===== src/rtl/fmc_pkg.sv =====
// constants, opcode patterns and carrier types for the flag/move executor
package fmc_pkg;

    // register offsets on the bus (byte addresses)
    localparam logic [7:0] ADR_INSTR = 8'h00;
    localparam logic [7:0] ADR_CTRL = 8'h04;
    localparam logic [7:0] ADR_STATUS_REGISTER = 8'h08;
    localparam logic [7:0] ADR_REGACC = 8'h0c;
    localparam logic [7:0] ADR_STATUS = 8'h10;

    // field positions inside the bus registers
    localparam int CTRL_BIG = 0;
    localparam int STAT_BUSY = 0;
    localparam int STAT_HALT = 1;
    localparam int STAT_BAD = 2;
    localparam int RA_WE = 16;

    // reset values
    localparam logic CTRL_BIG_RESET = 1'b1;
    localparam logic [7:0] STATUS_REGISTER_RESET = 8'h00;
    localparam logic [15:0] SP_RESET = 16'h00ff;

    // register file indices of the pointer pairs and fixed operands
    localparam logic [4:0] PTR_X = 5'h1a;
    localparam logic [4:0] PTR_Y = 5'h1c;
    localparam logic [4:0] PTR_Z = 5'h1e;
    localparam logic [4:0] IMM_BASE = 5'h10;
    localparam logic [4:0] REG_R0 = 5'h00;
    localparam logic [4:0] REG_R1 = 5'h01;

    // opcode patterns, don't-care bits as ?
    localparam logic [15:0] PAT_FLAG_ONE = 16'b1001_0100_0???_1000;
    localparam logic [15:0] PAT_FLAG_LOW = 16'b1001_0100_1???_1000;
    localparam logic [15:0] PAT_DOZE = 16'b1001_0101_1000_1000;
    localparam logic [15:0] PAT_DBG = 16'b1001_0101_1001_1000;
    localparam logic [15:0] PAT_WDOG = 16'b1001_0101_1010_1000;
    localparam logic [15:0] PAT_CODE_R0 = 16'b1001_0101_1100_1000;
    localparam logic [15:0] PAT_CODE_WR = 16'b1001_0101_1110_1000;
    localparam logic [15:0] PAT_IDLE = 16'b0000_0000_0000_0000;
    localparam logic [15:0] PAT_PAIR = 16'b0000_0001_????_????;
    localparam logic [15:0] PAT_COPY = 16'b0010_11??_????_????;
    localparam logic [15:0] PAT_IMM = 16'b1110_????_????_????;
    localparam logic [15:0] PAT_PIN = 16'b1011_0???_????_????;
    localparam logic [15:0] PAT_POUT = 16'b1011_1???_????_????;
    localparam logic [15:0] PAT_DIR_RD = 16'b1001_000?_????_0000;
    localparam logic [15:0] PAT_DIR_WR = 16'b1001_001?_????_0000;
    localparam logic [15:0] PAT_CODE_RD = 16'b1001_000?_????_010?;
    localparam logic [15:0] PAT_POP = 16'b1001_000?_????_1111;
    localparam logic [15:0] PAT_PUSH = 16'b1001_001?_????_1111;
    localparam logic [15:0] PAT_IND_RD = 16'b1001_000?_????_????;
    localparam logic [15:0] PAT_IND_WR = 16'b1001_001?_????_????;
    localparam logic [15:0] PAT_DSP_RD = 16'b10?0_??0?_????_????;
    localparam logic [15:0] PAT_DSP_WR = 16'b10?0_??1?_????_????;

    // execution sequence
    typedef enum logic [2:0] {
        STA_IDLE, STA_EX1, STA_EX2, STA_EX3, STA_CODE_WAIT, STA_HALT
    } fmc_state_type;

    // decoded operation
    typedef enum logic [4:0] {
        OP_FLAG_ONE, OP_FLAG_LOW, OP_REG_COPY, OP_PAIR_COPY, OP_IMM_LOAD,
        OP_IND_READ, OP_IND_WRITE, OP_DSP_READ, OP_DSP_WRITE,
        OP_DIR_READ, OP_DIR_WRITE, OP_CODE_READ, OP_CODE_WRITE,
        OP_PORT_IN, OP_PORT_OUT, OP_STACK_PUT, OP_STACK_GET,
        OP_IDLE, OP_DOZE, OP_WD_RESTART, OP_DEBUG_HALT, OP_ILLEGAL
    } fmc_op_type;

    // data memory request
    typedef struct packed {
        logic [15:0] addr;
        logic [7:0] wdata;
        logic re;
        logic we;
    } fmc_dmem_type;

    // program memory request (byte address, word write data)
    typedef struct packed {
        logic [15:0] addr;
        logic [15:0] wdata;
        logic re;
        logic we;
    } fmc_pmem_type;

    // i/o space request
    typedef struct packed {
        logic [5:0] addr;
        logic [7:0] wdata;
        logic re;
        logic we;
    } fmc_io_type;

endpackage

===== src/rtl/fmc_exec.sv =====
// flag, move and control instruction executor with a wishbone slave
`timescale 1ns/1ns

// Notes on behaviour
// - sign-flag set/clear touches S only, one cycle
// - overflow set/clear touches V only, one cycle
// - half-carry set/clear touches H only, one cycle
// - each flag clear changes one flag, one cycle
// - post-increment load reads then bumps pointer
// - pre-decrement load drops pointer then reads
// - displaced load reads Y/Z plus q, pointer kept
// - post-increment store writes then bumps pointer
// - pre-decrement store drops pointer then writes
// - displaced store writes Y/Z plus q, pointer kept
// - direct load from instruction address, two cycles
// - direct store to instruction address, two cycles
// - code read via Z, optional increment, three cycles
// - stack push in two cycles, no flags
// - stack pop in two cycles, no flags
// - sleep issues in one cycle, requests sleep
// - watchdog restart one cycle, pulses restart
// - debug halt serves debug only, no count
// - direct load and store exist only in large variant
module fmc_exec (
    input wire logic CORE_CLK,
    input wire logic RESETN,
    input wire logic WB_CYC_I,
    input wire logic WB_STB_I,
    input wire logic WB_WE_I,
    input wire logic [7:0] WB_ADR_I,
    input wire logic [3:0] WB_SEL_I,
    input wire logic [31:0] WB_DAT_I,
    output logic [31:0] WB_DAT_O,
    output logic WB_ACK_O,
    output fmc_pkg::fmc_dmem_type DMEM_REQ,
    input wire logic [7:0] DMEM_RDATA,
    output fmc_pkg::fmc_pmem_type PMEM_REQ,
    input wire logic [7:0] PMEM_RDATA,
    input wire logic PMEM_DONE,
    output fmc_pkg::fmc_io_type IO_REQ,
    input wire logic [7:0] IO_RDATA,
    output logic SLEEP_REQ,
    output logic WDT_RESTART,
    output logic DBG_HALTED,
    input wire logic DBG_RESUME
);
    import fmc_pkg::*;

    logic [7:0] rf [32]; // working registers
    logic [7:0] status_register; // status register
    logic [15:0] sp; // stack pointer
    logic [31:0] instr_q; // opcode plus second word
    logic big_variant; // large-family instructions on
    logic bad_flag; // sticky: unknown or absent opcode
    logic [4:0] ra_idx; // register window index
    fmc_state_type state, next_state;
    fmc_op_type op;
    fmc_dmem_type dm_q, next_dm;
    fmc_pmem_type pm_q, next_pm;
    logic resume_m, resume_s; // resume synchroniser

    // exec write ports and side effects
    logic rfb_we, rfw_we, status_register_we, status_register_val, bad_set;
    logic [4:0] rfb_idx, rfw_idx;
    logic [7:0] rfb_data;
    logic [15:0] rfw_data, next_sp;

    // operand fields
    logic [15:0] opc;
    logic [3:0] nib;
    logic [4:0] dst, src, ptr_lo;
    logic [15:0] ptr_val, ptr_inc, ptr_dec;
    logic [5:0] disp;
    logic [2:0] flag_sel;

    ////////////////////////////////////////////////////////////////
    // bus slave

    logic bus_req, wr_fire, idle;
    assign bus_req = WB_CYC_I & WB_STB_I;
    // write acts at the edge where ack is seen high
    assign wr_fire = bus_req & WB_WE_I & WB_ACK_O;
    assign idle = (state == STA_IDLE);

    // ack one cycle after the strobe, dropped the cycle after
    always_ff @(posedge CORE_CLK or negedge RESETN) begin
        if (!RESETN) begin
            WB_ACK_O <= 1'b0;
        end else begin
            WB_ACK_O <= bus_req & ~WB_ACK_O;
        end
    end

    // read data registered with the ack; unmapped reads zero
    always_ff @(posedge CORE_CLK or negedge RESETN) begin
        if (!RESETN) begin
            WB_DAT_O <= 32'h0000_0000;
        end else if (bus_req & ~WB_ACK_O) begin
            case (WB_ADR_I)
                ADR_INSTR: WB_DAT_O <= instr_q;
                ADR_CTRL: WB_DAT_O <= {31'h0000_0000, big_variant};
                ADR_STATUS_REGISTER: WB_DAT_O <= {24'h00_0000, status_register};
                ADR_REGACC: WB_DAT_O <= {19'h0_0000, ra_idx, rf[ra_idx]};
                ADR_STATUS: WB_DAT_O <= {sp, 13'h0000, bad_flag,
                                         state == STA_HALT, ~idle};
                default: WB_DAT_O <= 32'h0000_0000;
            endcase
        end
    end

    // variant control bit
    always_ff @(posedge CORE_CLK or negedge RESETN) begin
        if (!RESETN) begin
            big_variant <= CTRL_BIG_RESET;
        end else if (wr_fire && WB_ADR_I == ADR_CTRL && WB_SEL_I[0]) begin
            big_variant <= WB_DAT_I[CTRL_BIG];
        end
    end

    // instruction launch; refused silently while busy
    always_ff @(posedge CORE_CLK or negedge RESETN) begin
        if (!RESETN) begin
            instr_q <= 32'h0000_0000;
        end else if (wr_fire && WB_ADR_I == ADR_INSTR && idle
                     && WB_SEL_I == 4'hf) begin
            instr_q <= WB_DAT_I;
        end
    end

    // register window index
    always_ff @(posedge CORE_CLK or negedge RESETN) begin
        if (!RESETN) begin
            ra_idx <= 5'h00;
        end else if (wr_fire && WB_ADR_I == ADR_REGACC && WB_SEL_I[1]) begin
            ra_idx <= WB_DAT_I[12:8];
        end
    end

    // sticky error flag; a new error beats the clear
    always_ff @(posedge CORE_CLK or negedge RESETN) begin
        if (!RESETN) begin
            bad_flag <= 1'b0;
        end else if (bad_set) begin
            bad_flag <= 1'b1;
        end else if (wr_fire && WB_ADR_I == ADR_STATUS && WB_SEL_I[0]
                     && WB_DAT_I[STAT_BAD]) begin
            bad_flag <= 1'b0;
        end
    end

    ////////////////////////////////////////////////////////////////
    // decode

    assign opc = instr_q[15:0];
    assign nib = opc[3:0];
    assign dst = opc[8:4];
    assign flag_sel = opc[6:4];
    assign disp = {opc[13], opc[11:10], opc[2:0]};

    // opcode to operation; more specific patterns first
    always_comb begin
        op = OP_ILLEGAL;
        casez (opc)
            PAT_FLAG_ONE: op = OP_FLAG_ONE;
            PAT_FLAG_LOW: op = OP_FLAG_LOW;
            PAT_DOZE: op = OP_DOZE;
            PAT_DBG: op = OP_DEBUG_HALT;
            PAT_WDOG: op = OP_WD_RESTART;
            PAT_CODE_R0: op = OP_CODE_READ;
            PAT_CODE_WR: op = OP_CODE_WRITE;
            PAT_IDLE: op = OP_IDLE;
            PAT_PAIR: op = OP_PAIR_COPY;
            PAT_COPY: op = OP_REG_COPY;
            PAT_IMM: op = OP_IMM_LOAD;
            PAT_PIN: op = OP_PORT_IN;
            PAT_POUT: op = OP_PORT_OUT;
            PAT_DIR_RD: op = OP_DIR_READ;
            PAT_DIR_WR: op = OP_DIR_WRITE;
            PAT_CODE_RD: op = OP_CODE_READ;
            PAT_POP: op = OP_STACK_GET;
            PAT_PUSH: op = OP_STACK_PUT;
            PAT_IND_RD: op = OP_IND_READ;
            PAT_IND_WR: op = OP_IND_WRITE;
            PAT_DSP_RD: op = OP_DSP_READ;
            PAT_DSP_WR: op = OP_DSP_WRITE;
            default: op = OP_ILLEGAL;
        endcase
        // only X, X+, -X, Y+, -Y, Z+, -Z exist as plain indirect
        if ((op == OP_IND_READ || op == OP_IND_WRITE)
            && (nib[3:2] == 2'b01 || nib[1:0] == 2'b11
                || (nib[1:0] == 2'b00 && nib[3:2] != 2'b11))) begin
            op = OP_ILLEGAL;
        end
        // two-word direct forms exist only in the large variant
        if (!big_variant && (op == OP_DIR_READ || op == OP_DIR_WRITE)) begin
            op = OP_ILLEGAL;
        end
    end

    // pointer choice: X/Y/Z by mode nibble, Y/Z for displaced
    always_comb begin
        ptr_lo = PTR_Z;
        if (op == OP_IND_READ || op == OP_IND_WRITE) begin
            if (nib[3:2] == 2'b11) begin
                ptr_lo = PTR_X;
            end else if (nib[3]) begin
                ptr_lo = PTR_Y;
            end
        end else if (op == OP_DSP_READ || op == OP_DSP_WRITE) begin
            ptr_lo = nib[3] ? PTR_Y : PTR_Z;
        end
    end

    assign ptr_val = {rf[ptr_lo | 5'h01], rf[ptr_lo]};
    assign ptr_inc = ptr_val + 16'h0001;
    assign ptr_dec = ptr_val - 16'h0001;
    // store-type forms carry the source in the destination field
    assign src = (op == OP_REG_COPY) ? {opc[9], opc[3:0]} : dst;

    // i/o strobes act inside the single execute cycle
    assign IO_REQ.addr = {opc[10:9], opc[3:0]};
    assign IO_REQ.wdata = rf[dst];
    assign IO_REQ.re = (state == STA_EX1) && (op == OP_PORT_IN);
    assign IO_REQ.we = (state == STA_EX1) && (op == OP_PORT_OUT);
    assign SLEEP_REQ = (state == STA_EX1) && (op == OP_DOZE);
    assign WDT_RESTART = (state == STA_EX1)
                         && (op == OP_WD_RESTART);
    assign DBG_HALTED = (state == STA_HALT);
    assign DMEM_REQ = dm_q;
    assign PMEM_REQ = pm_q;

    ////////////////////////////////////////////////////////////////
    // execute sequence

    // next state, register writes and memory requests
    always_comb begin
        next_state = state;
        next_dm = '0;
        next_pm = '0;
        next_sp = sp;
        rfb_we = 1'b0;
        rfb_idx = dst;
        rfb_data = 8'h00;
        rfw_we = 1'b0;
        rfw_idx = ptr_lo;
        rfw_data = ptr_val;
        status_register_we = 1'b0;
        status_register_val = 1'b0;
        bad_set = 1'b0;
        case (state)
            STA_IDLE: begin
                if (wr_fire && WB_ADR_I == ADR_INSTR && WB_SEL_I == 4'hf) begin
                    next_state = STA_EX1;
                end
            end
            STA_EX1: begin
                next_state = STA_IDLE; // one-cycle forms end here
                case (op)
                    // one flag only, others kept
                    OP_FLAG_ONE, OP_FLAG_LOW: begin
                        status_register_we = 1'b1;
                        status_register_val = (op == OP_FLAG_ONE);
                    end
                    OP_REG_COPY: begin
                        rfb_we = 1'b1;
                        rfb_data = rf[src];
                    end
                    OP_PAIR_COPY: begin
                        rfw_we = 1'b1;
                        rfw_idx = {opc[7:4], 1'b0};
                        rfw_data = {rf[{opc[3:0], 1'b1}], rf[{opc[3:0], 1'b0}]};
                    end
                    OP_IMM_LOAD: begin
                        rfb_we = 1'b1;
                        rfb_idx = IMM_BASE | {1'b0, opc[7:4]};
                        rfb_data = {opc[11:8], opc[3:0]};
                    end
                    OP_PORT_IN: begin
                        rfb_we = 1'b1;
                        rfb_data = IO_RDATA;
                    end
                    OP_IND_READ, OP_IND_WRITE: begin
                        next_state = STA_EX2;
                        next_dm.re = (op == OP_IND_READ);
                        next_dm.we = (op == OP_IND_WRITE);
                        next_dm.wdata = rf[src];
                        // pre-decrement uses the lowered pointer
                        next_dm.addr = nib[1] ? ptr_dec
                                              : ptr_val;
                        rfw_we = nib[1] | nib[0];
                        rfw_data = nib[1] ? ptr_dec
                                          : ptr_inc;
                    end
                    OP_DSP_READ, OP_DSP_WRITE: begin
                        next_state = STA_EX2; // pointer untouched
                        next_dm.re = (op == OP_DSP_READ);
                        next_dm.we = (op == OP_DSP_WRITE);
                        next_dm.wdata = rf[src];
                        next_dm.addr = ptr_val + {10'h000, disp};
                    end
                    OP_DIR_READ, OP_DIR_WRITE: begin
                        next_state = STA_EX2;
                        next_dm.re = (op == OP_DIR_READ);
                        next_dm.we = (op == OP_DIR_WRITE);
                        next_dm.wdata = rf[src];
                        next_dm.addr = instr_q[31:16];
                    end
                    OP_STACK_PUT: begin
                        next_state = STA_EX2;
                        next_dm.we = 1'b1;
                        next_dm.wdata = rf[src];
                        next_dm.addr = sp;
                        next_sp = sp - 16'h0001;
                    end
                    OP_STACK_GET: begin
                        next_state = STA_EX2;
                        next_dm.re = 1'b1;
                        next_dm.addr = sp + 16'h0001;
                        next_sp = sp + 16'h0001;
                    end
                    OP_CODE_READ: begin
                        next_state = STA_EX2;
                        next_pm.re = 1'b1;
                        next_pm.addr = ptr_val;
                        // only the Z+ form advances the pointer
                        rfw_we = (opc != PAT_CODE_R0) && nib[0];
                        rfw_data = ptr_inc;
                    end
                    OP_CODE_WRITE: begin
                        next_state = STA_CODE_WAIT;
                        next_pm.we = 1'b1;
                        next_pm.addr = ptr_val;
                        next_pm.wdata = {rf[REG_R1], rf[REG_R0]};
                    end
                    OP_DEBUG_HALT: next_state = STA_HALT;
                    OP_ILLEGAL: bad_set = 1'b1;
                    default: next_state = STA_IDLE;
                endcase
            end
            STA_EX2: begin
                next_state = STA_IDLE;
                // memory answered combinationally during this cycle
                if (dm_q.re) begin
                    rfb_we = 1'b1;
                    rfb_data = DMEM_RDATA;
                end
                if (pm_q.re) begin
                    next_state = STA_EX3; // code read has one more cycle
                end
            end
            STA_EX3: begin
                next_state = STA_IDLE;
                rfb_we = 1'b1;
                rfb_idx = (opc == PAT_CODE_R0) ? REG_R0 : dst;
                rfb_data = PMEM_RDATA;
            end
            STA_CODE_WAIT: begin
                // duration set by the program memory's own done
                next_pm = pm_q;
                if (PMEM_DONE) begin
                    next_pm = '0;
                    next_state = STA_IDLE;
                end
            end
            STA_HALT: begin
                // left only on the debugger's resume
                if (resume_s) begin
                    next_state = STA_IDLE;
                end
            end
            default: next_state = STA_IDLE;
        endcase
    end

    // sequence state
    always_ff @(posedge CORE_CLK or negedge RESETN) begin
        if (!RESETN) begin
            state <= STA_IDLE;
        end else begin
            state <= next_state;
        end
    end

    // memory requests come from flops, high for one access cycle; a code write is held until PMEM_DONE
    always_ff @(posedge CORE_CLK or negedge RESETN) begin
        if (!RESETN) begin
            dm_q <= '0;
            pm_q <= '0;
        end else begin
            dm_q <= next_dm;
            pm_q <= next_pm;
        end
    end

    // stack pointer
    always_ff @(posedge CORE_CLK or negedge RESETN) begin
        if (!RESETN) begin
            sp <= SP_RESET;
        end else begin
            sp <= next_sp;
        end
    end

    // status register: software writes only while idle
    always_ff @(posedge CORE_CLK or negedge RESETN) begin
        if (!RESETN) begin
            status_register <= STATUS_REGISTER_RESET;
        end else if (status_register_we) begin
            status_register[flag_sel] <= status_register_val;
        end else if (idle && wr_fire && WB_ADR_I == ADR_STATUS_REGISTER
                     && WB_SEL_I[0]) begin
            status_register <= WB_DAT_I[7:0];
        end
    end

    // working registers; exec and bus never write in one cycle
    always_ff @(posedge CORE_CLK or negedge RESETN) begin
        if (!RESETN) begin
            for (int i = 0; i < 32; i++) begin
                rf[i] <= 8'h00;
            end
        end else begin
            if (idle && wr_fire && WB_ADR_I == ADR_REGACC
                && WB_SEL_I[2] && WB_DAT_I[RA_WE]) begin
                rf[WB_DAT_I[12:8]] <= WB_DAT_I[7:0];
            end
            if (rfw_we) begin
                rf[rfw_idx] <= rfw_data[7:0];
                rf[rfw_idx | 5'h01] <= rfw_data[15:8];
            end
            if (rfb_we) begin
                rf[rfb_idx] <= rfb_data;
            end
        end
    end

    // two-stage synchroniser for the external resume pin
    always_ff @(posedge CORE_CLK or negedge RESETN) begin
        if (!RESETN) begin
            resume_m <= 1'b0;
            resume_s <= 1'b0;
        end else begin
            resume_m <= DBG_RESUME;
            resume_s <= resume_m;
        end
    end

endmodule // fmc_exec


===== config.mk =====
export PLATFORM = sky130hd
export DESIGN_NAME = fmc_exec
export DESIGN_NICKNAME = d
export VERILOG_FILES = /design/src/rtl/fmc_pkg.sv /design/src/rtl/fmc_exec.sv
export SDC_FILE = /design/constraint.sdc
export NUM_CORES = 2
export LEC_CHECK = 0
export BUFFER_PORTS_ARGS = -buffer_cell sky130_fd_sc_hd__buf_2
export CORE_AREA = 5 5 266 268
export CTS_CLUSTER_SIZE = 40
export DETAILED_ROUTE_END_ITERATION = 7
export DIE_AREA = 0 0 271 273
export PLACE_DENSITY = 0.67
export SETUP_SLACK_MARGIN = 0.02
export SYNTH_ARGS = -nofsm -noshare
export SYNTH_HDL_FRONTEND = slang
export SYNTH_SLANG_ARGS = --single-unit

===== constraint.sdc =====
create_clock -name CORE_CLK -period 6.66 [get_ports CORE_CLK]
set_clock_uncertainty 0.2 [all_clocks]
set_input_delay 0.666 -clock CORE_CLK [delete_from_list [all_inputs] [get_ports CORE_CLK]]
set_output_delay 0.666 -clock CORE_CLK [all_outputs]
set_load 0.1 [all_outputs]

==> flow_metrics.py <==
metrics = {
    "run_status": {
        "outcome": "finished with violations",
        "violations": "DRC",
    },
    "final_layout": {
        "area_delta_synth_final_pct": 12.2,
        "final_common_cell": "nand2_1",
        "fillers": 6358,
        "finalNetCount": 4192,
        "final_cell_mix": "758 x nand2_1, 399 x dfrtp_1, 345 x o21ai_0, 266 x mux2i_1, 251 x nor2_1",
        "drive_above_1_share_pct": 18.9,
        "register_area_sq_um": 10500,
        "multiInputGateArea_sq_um": 22000,
    },
    "place": {
        "dp_hpwl_um": 126000,
        "place.gp.congestion": 1.11,
        "portBuffers": 186,
    },
    "critical_path": {
        "startpoint_type": "flop",
        "slowest_delay_ns": 0.79,
        "cp.arrival_ns": 6.60,
        "criticalPathCategory": "flop to flop",
        "path_buf_inv": 2,
        "end_kind": "flop",
        "cpLargestDelayFamily": "compound AO/OA/AOI/OAI gates",
        "slowest_stage": "mux2i_4",
        "cp.required_ns": 7.00,
        "cp_max_fo": 35,
        "cp_cell_sequence": "nand2_1 > or3_1 > mux2i_4 > buf_12 > nand2_1 > and3_1 > a311oi_1 > a311oi_1 > a21oi_1 > a21o_1 > a21oi_1 > o21ai_4 > buf_4 > o21ai_0 > a21oi_1",
        "crit_top_cell": "a21oi_1",
    },
    "routing": {
        "via_count": 37300,
        "met2_length_um": 71000,
        "routedWlPerCell_um": 35.5,
        "first_pass_iters": 8,
        "wl_met3_um": 28700,
        "met1_length_um": 64900,
        "drt_iter0_drc": 6832,
        "drc_errors": 44,
        "top_layer_used": "met5",
        "viasPerCell": 7.42,
        "ant_nets": 0,
        "wirelength_um": 179000,
    },
    "timing": {
        "fin_crit_ns": 6.26,
        "rsz0062_at_grt": "no",
        "clock.fmax_ghz": 0.160,
        "setup_viol": 0,
        "hold-worst-slack_ns": 0.0622,
        "final_max_slew_viol_count": 0,
        "worst_slew_pin_slew_ns": 1.42,
        "slew_headroom_pct": 4.86,
        "finalSetupTns_ns": 0,
        "period_share_pct": 93.9,
        "final_hold_viol_count": 0,
    },
    "synthesis": {
        "synth_nets": 4140,
        "seq_area_frac_synth_pct": 31.0,
        "synth.avg_cell_area_sq_um": 8.32,
        "synth_area_sq_um": 33700,
        "synth_flop_cell": "dfrtp_1",
        "synth-edff-count": 0,
        "ys_warn_count": 0,
        "synth_seq_cells": 417,
        "synth_cell_type_count": 93,
        "syn_inst": 4055,
        "async_flop_share_pct": 100,
    },
    "floorplan": {
        "core.rowCount": 96,
        "fp.dieH_um": 273,
        "core_sq_um": 68100,
        "die_x_um": 271,
        "start_util_pct": 49.5,
        "io_pins": 187,
        "die-area_sq_um": 74000,
    },
    "power_and_ir_drop": {
        "ir_drop_uv": 204,
        "power.leakage_uw": 0.0157,
        "powerDensity_nw_per_um2": 150,
    },
    "clocking": {
        "cts_buffers": 49,
        "clkSinkCount": 417,
        "cts_tree": "done",
        "clock-root-buffer": "clkbuf_16",
        "cts_buffer_depth": 3,
        "holdBufCountCts": 2,
        "cts_setup_buffers": 0,
        "h-tree-depth": 2,
        "clk_latency_ns": 0.64,
        "cts.repair.resized": 0,
        "clk_pin_slew_ns": 0.06,
    },
    "grt": {
        "overflow": 0,
        "grt_pass1_wl_um": 253000,
        "antenna_found_initial": 8,
        "grt_start_max_net_pins": 159,
        "grt_usage_pct": 46.3,
        "grt_pass1_vias": 34100,
    },
    "flow_run": {
        "drv_cap": 0,
    },
    "hold_path": {
        "hp-class": "primary input to flop",
    },
}
-- stage by stage --
step	total power, uW	cell area [sq um]	setup WS [ns]	cells	util (%)
floorplan	2630	33700	1.12	4055	-
global placement	2760	36100	0.836	4936	53.0
detailed placement	2760	36100	0.790	4936	53.0
CTS	5650	37800	0.750	5028	55.5
global route	5770	37800	0.323	5028	55.5
finish	5660	37800	0.404	5032	55.6
-- power breakdown --
group	internal [uW]	leakage (uW)	switching [uW]
registers	2530	0.00568	1.64
clock network	1710	0.000835	1230
logic	31.3	0.00918	150
-- final timing paths --
kind                              startpoint           to  slack (ns)  cells past startpoint
worst min-delay path            WB_DAT_I[28]  instr_q[28]        0.06                      2
worst max-delay path             instr_q[10]       rf[39]        0.40                     15
worst min register to register      resume_m     resume_s        0.16                      0
min in group asynchronous             RESETN  PMEM_REQ[0]        0.39                      2
max in group asynchronous             RESETN       rf[83]        4.32                      3
worst max register to register   instr_q[10]       rf[39]        0.40                     15
-- state kept, by name, indices dropped and copies added, names as in the netlist, 5 cells and up --
name	count
sp	16
WB_DAT_O	32
PMEM_REQ	34
status_register	8
DMEM_REQ	26
rf	256
instr_q	32
ra_idx	5
-- logic make-up after synthesis --
group | Yosys count | synth area share (%)
simple gates | 1530 | 20.2
compound gates | 1141 | 22.0
mux | 492 | 20.0
flops | 417 | 31.0
buf+inv | 401 | 4.67
xor+xnor | 63 | 1.64
fa+ha+maj | 11 | 0.423
-- cell usage after synthesis (all sizes together), types with 17 or more instances --
master	n	area share, %
nand2b	17	0.32
a22oi	84	1.9
o211ai	68	1.6
dfrtp	408	30
nor3	63	0.96
nor2	259	2.9
xor2	21	0.55
inv	24	0.27
and3	50	0.93
a311oi	54	1.4
nor2b	34	0.63
nor4	23	0.59
or3	19	0.35
a211oi	27	0.62
o21ai	375	5.6
o22ai	20	0.37
mux2	86	2.9
a21oi	228	3.4
a21o	26	0.58
a221oi	61	1.6
nand2	759	8.4
o311ai	17	0.44
nand4	27	0.52
a31oi	45	0.85
o221ai	17	0.53
nand3	220	3.3
buf	80	1.1
clkbuf	295	3.3
a22o	34	0.88
xnor2	42	1.1
mux2i	268	8.0
mux4	138	9.2
-- cell type report --
cell class                      instances  area share [%]
Antenna cell                            4          0.0265
Clock buffer                           73            3.85
Clock inverter                         17           0.648
Inverter                               26           0.258
Multi-Input combinational cell       3237            58.1
Sequential cell                       417            27.7
Tap cell                              882            2.92
Timing Repair Buffer                  376            6.53
-- metal layers --
metal,vias to the layer above,GRT usage [%]
li1,15200,-
met1,18000,60.2
met2,3388,64.3
met3,751,19.4
met4,4,27.6
met5,-,0.658
-- worst register-to-register path, cell delays in order, from the launching register on --
cell and delay (ns):
dfrtp_1 0.74, nand2_1 0.18, or3_1 0.69, mux2i_4 0.79, buf_12 0.31, nand2_1 0.09
and3_1 0.18, a311oi_1 0.26, a311oi_1 0.12, a21oi_1 0.54, a21o_1 0.42, a21oi_1 0.17
o21ai_4 0.74, buf_4 0.44, o21ai_0 0.17, a21oi_1 0.14
Note: power is estimated with default switching activity, not from simulation.
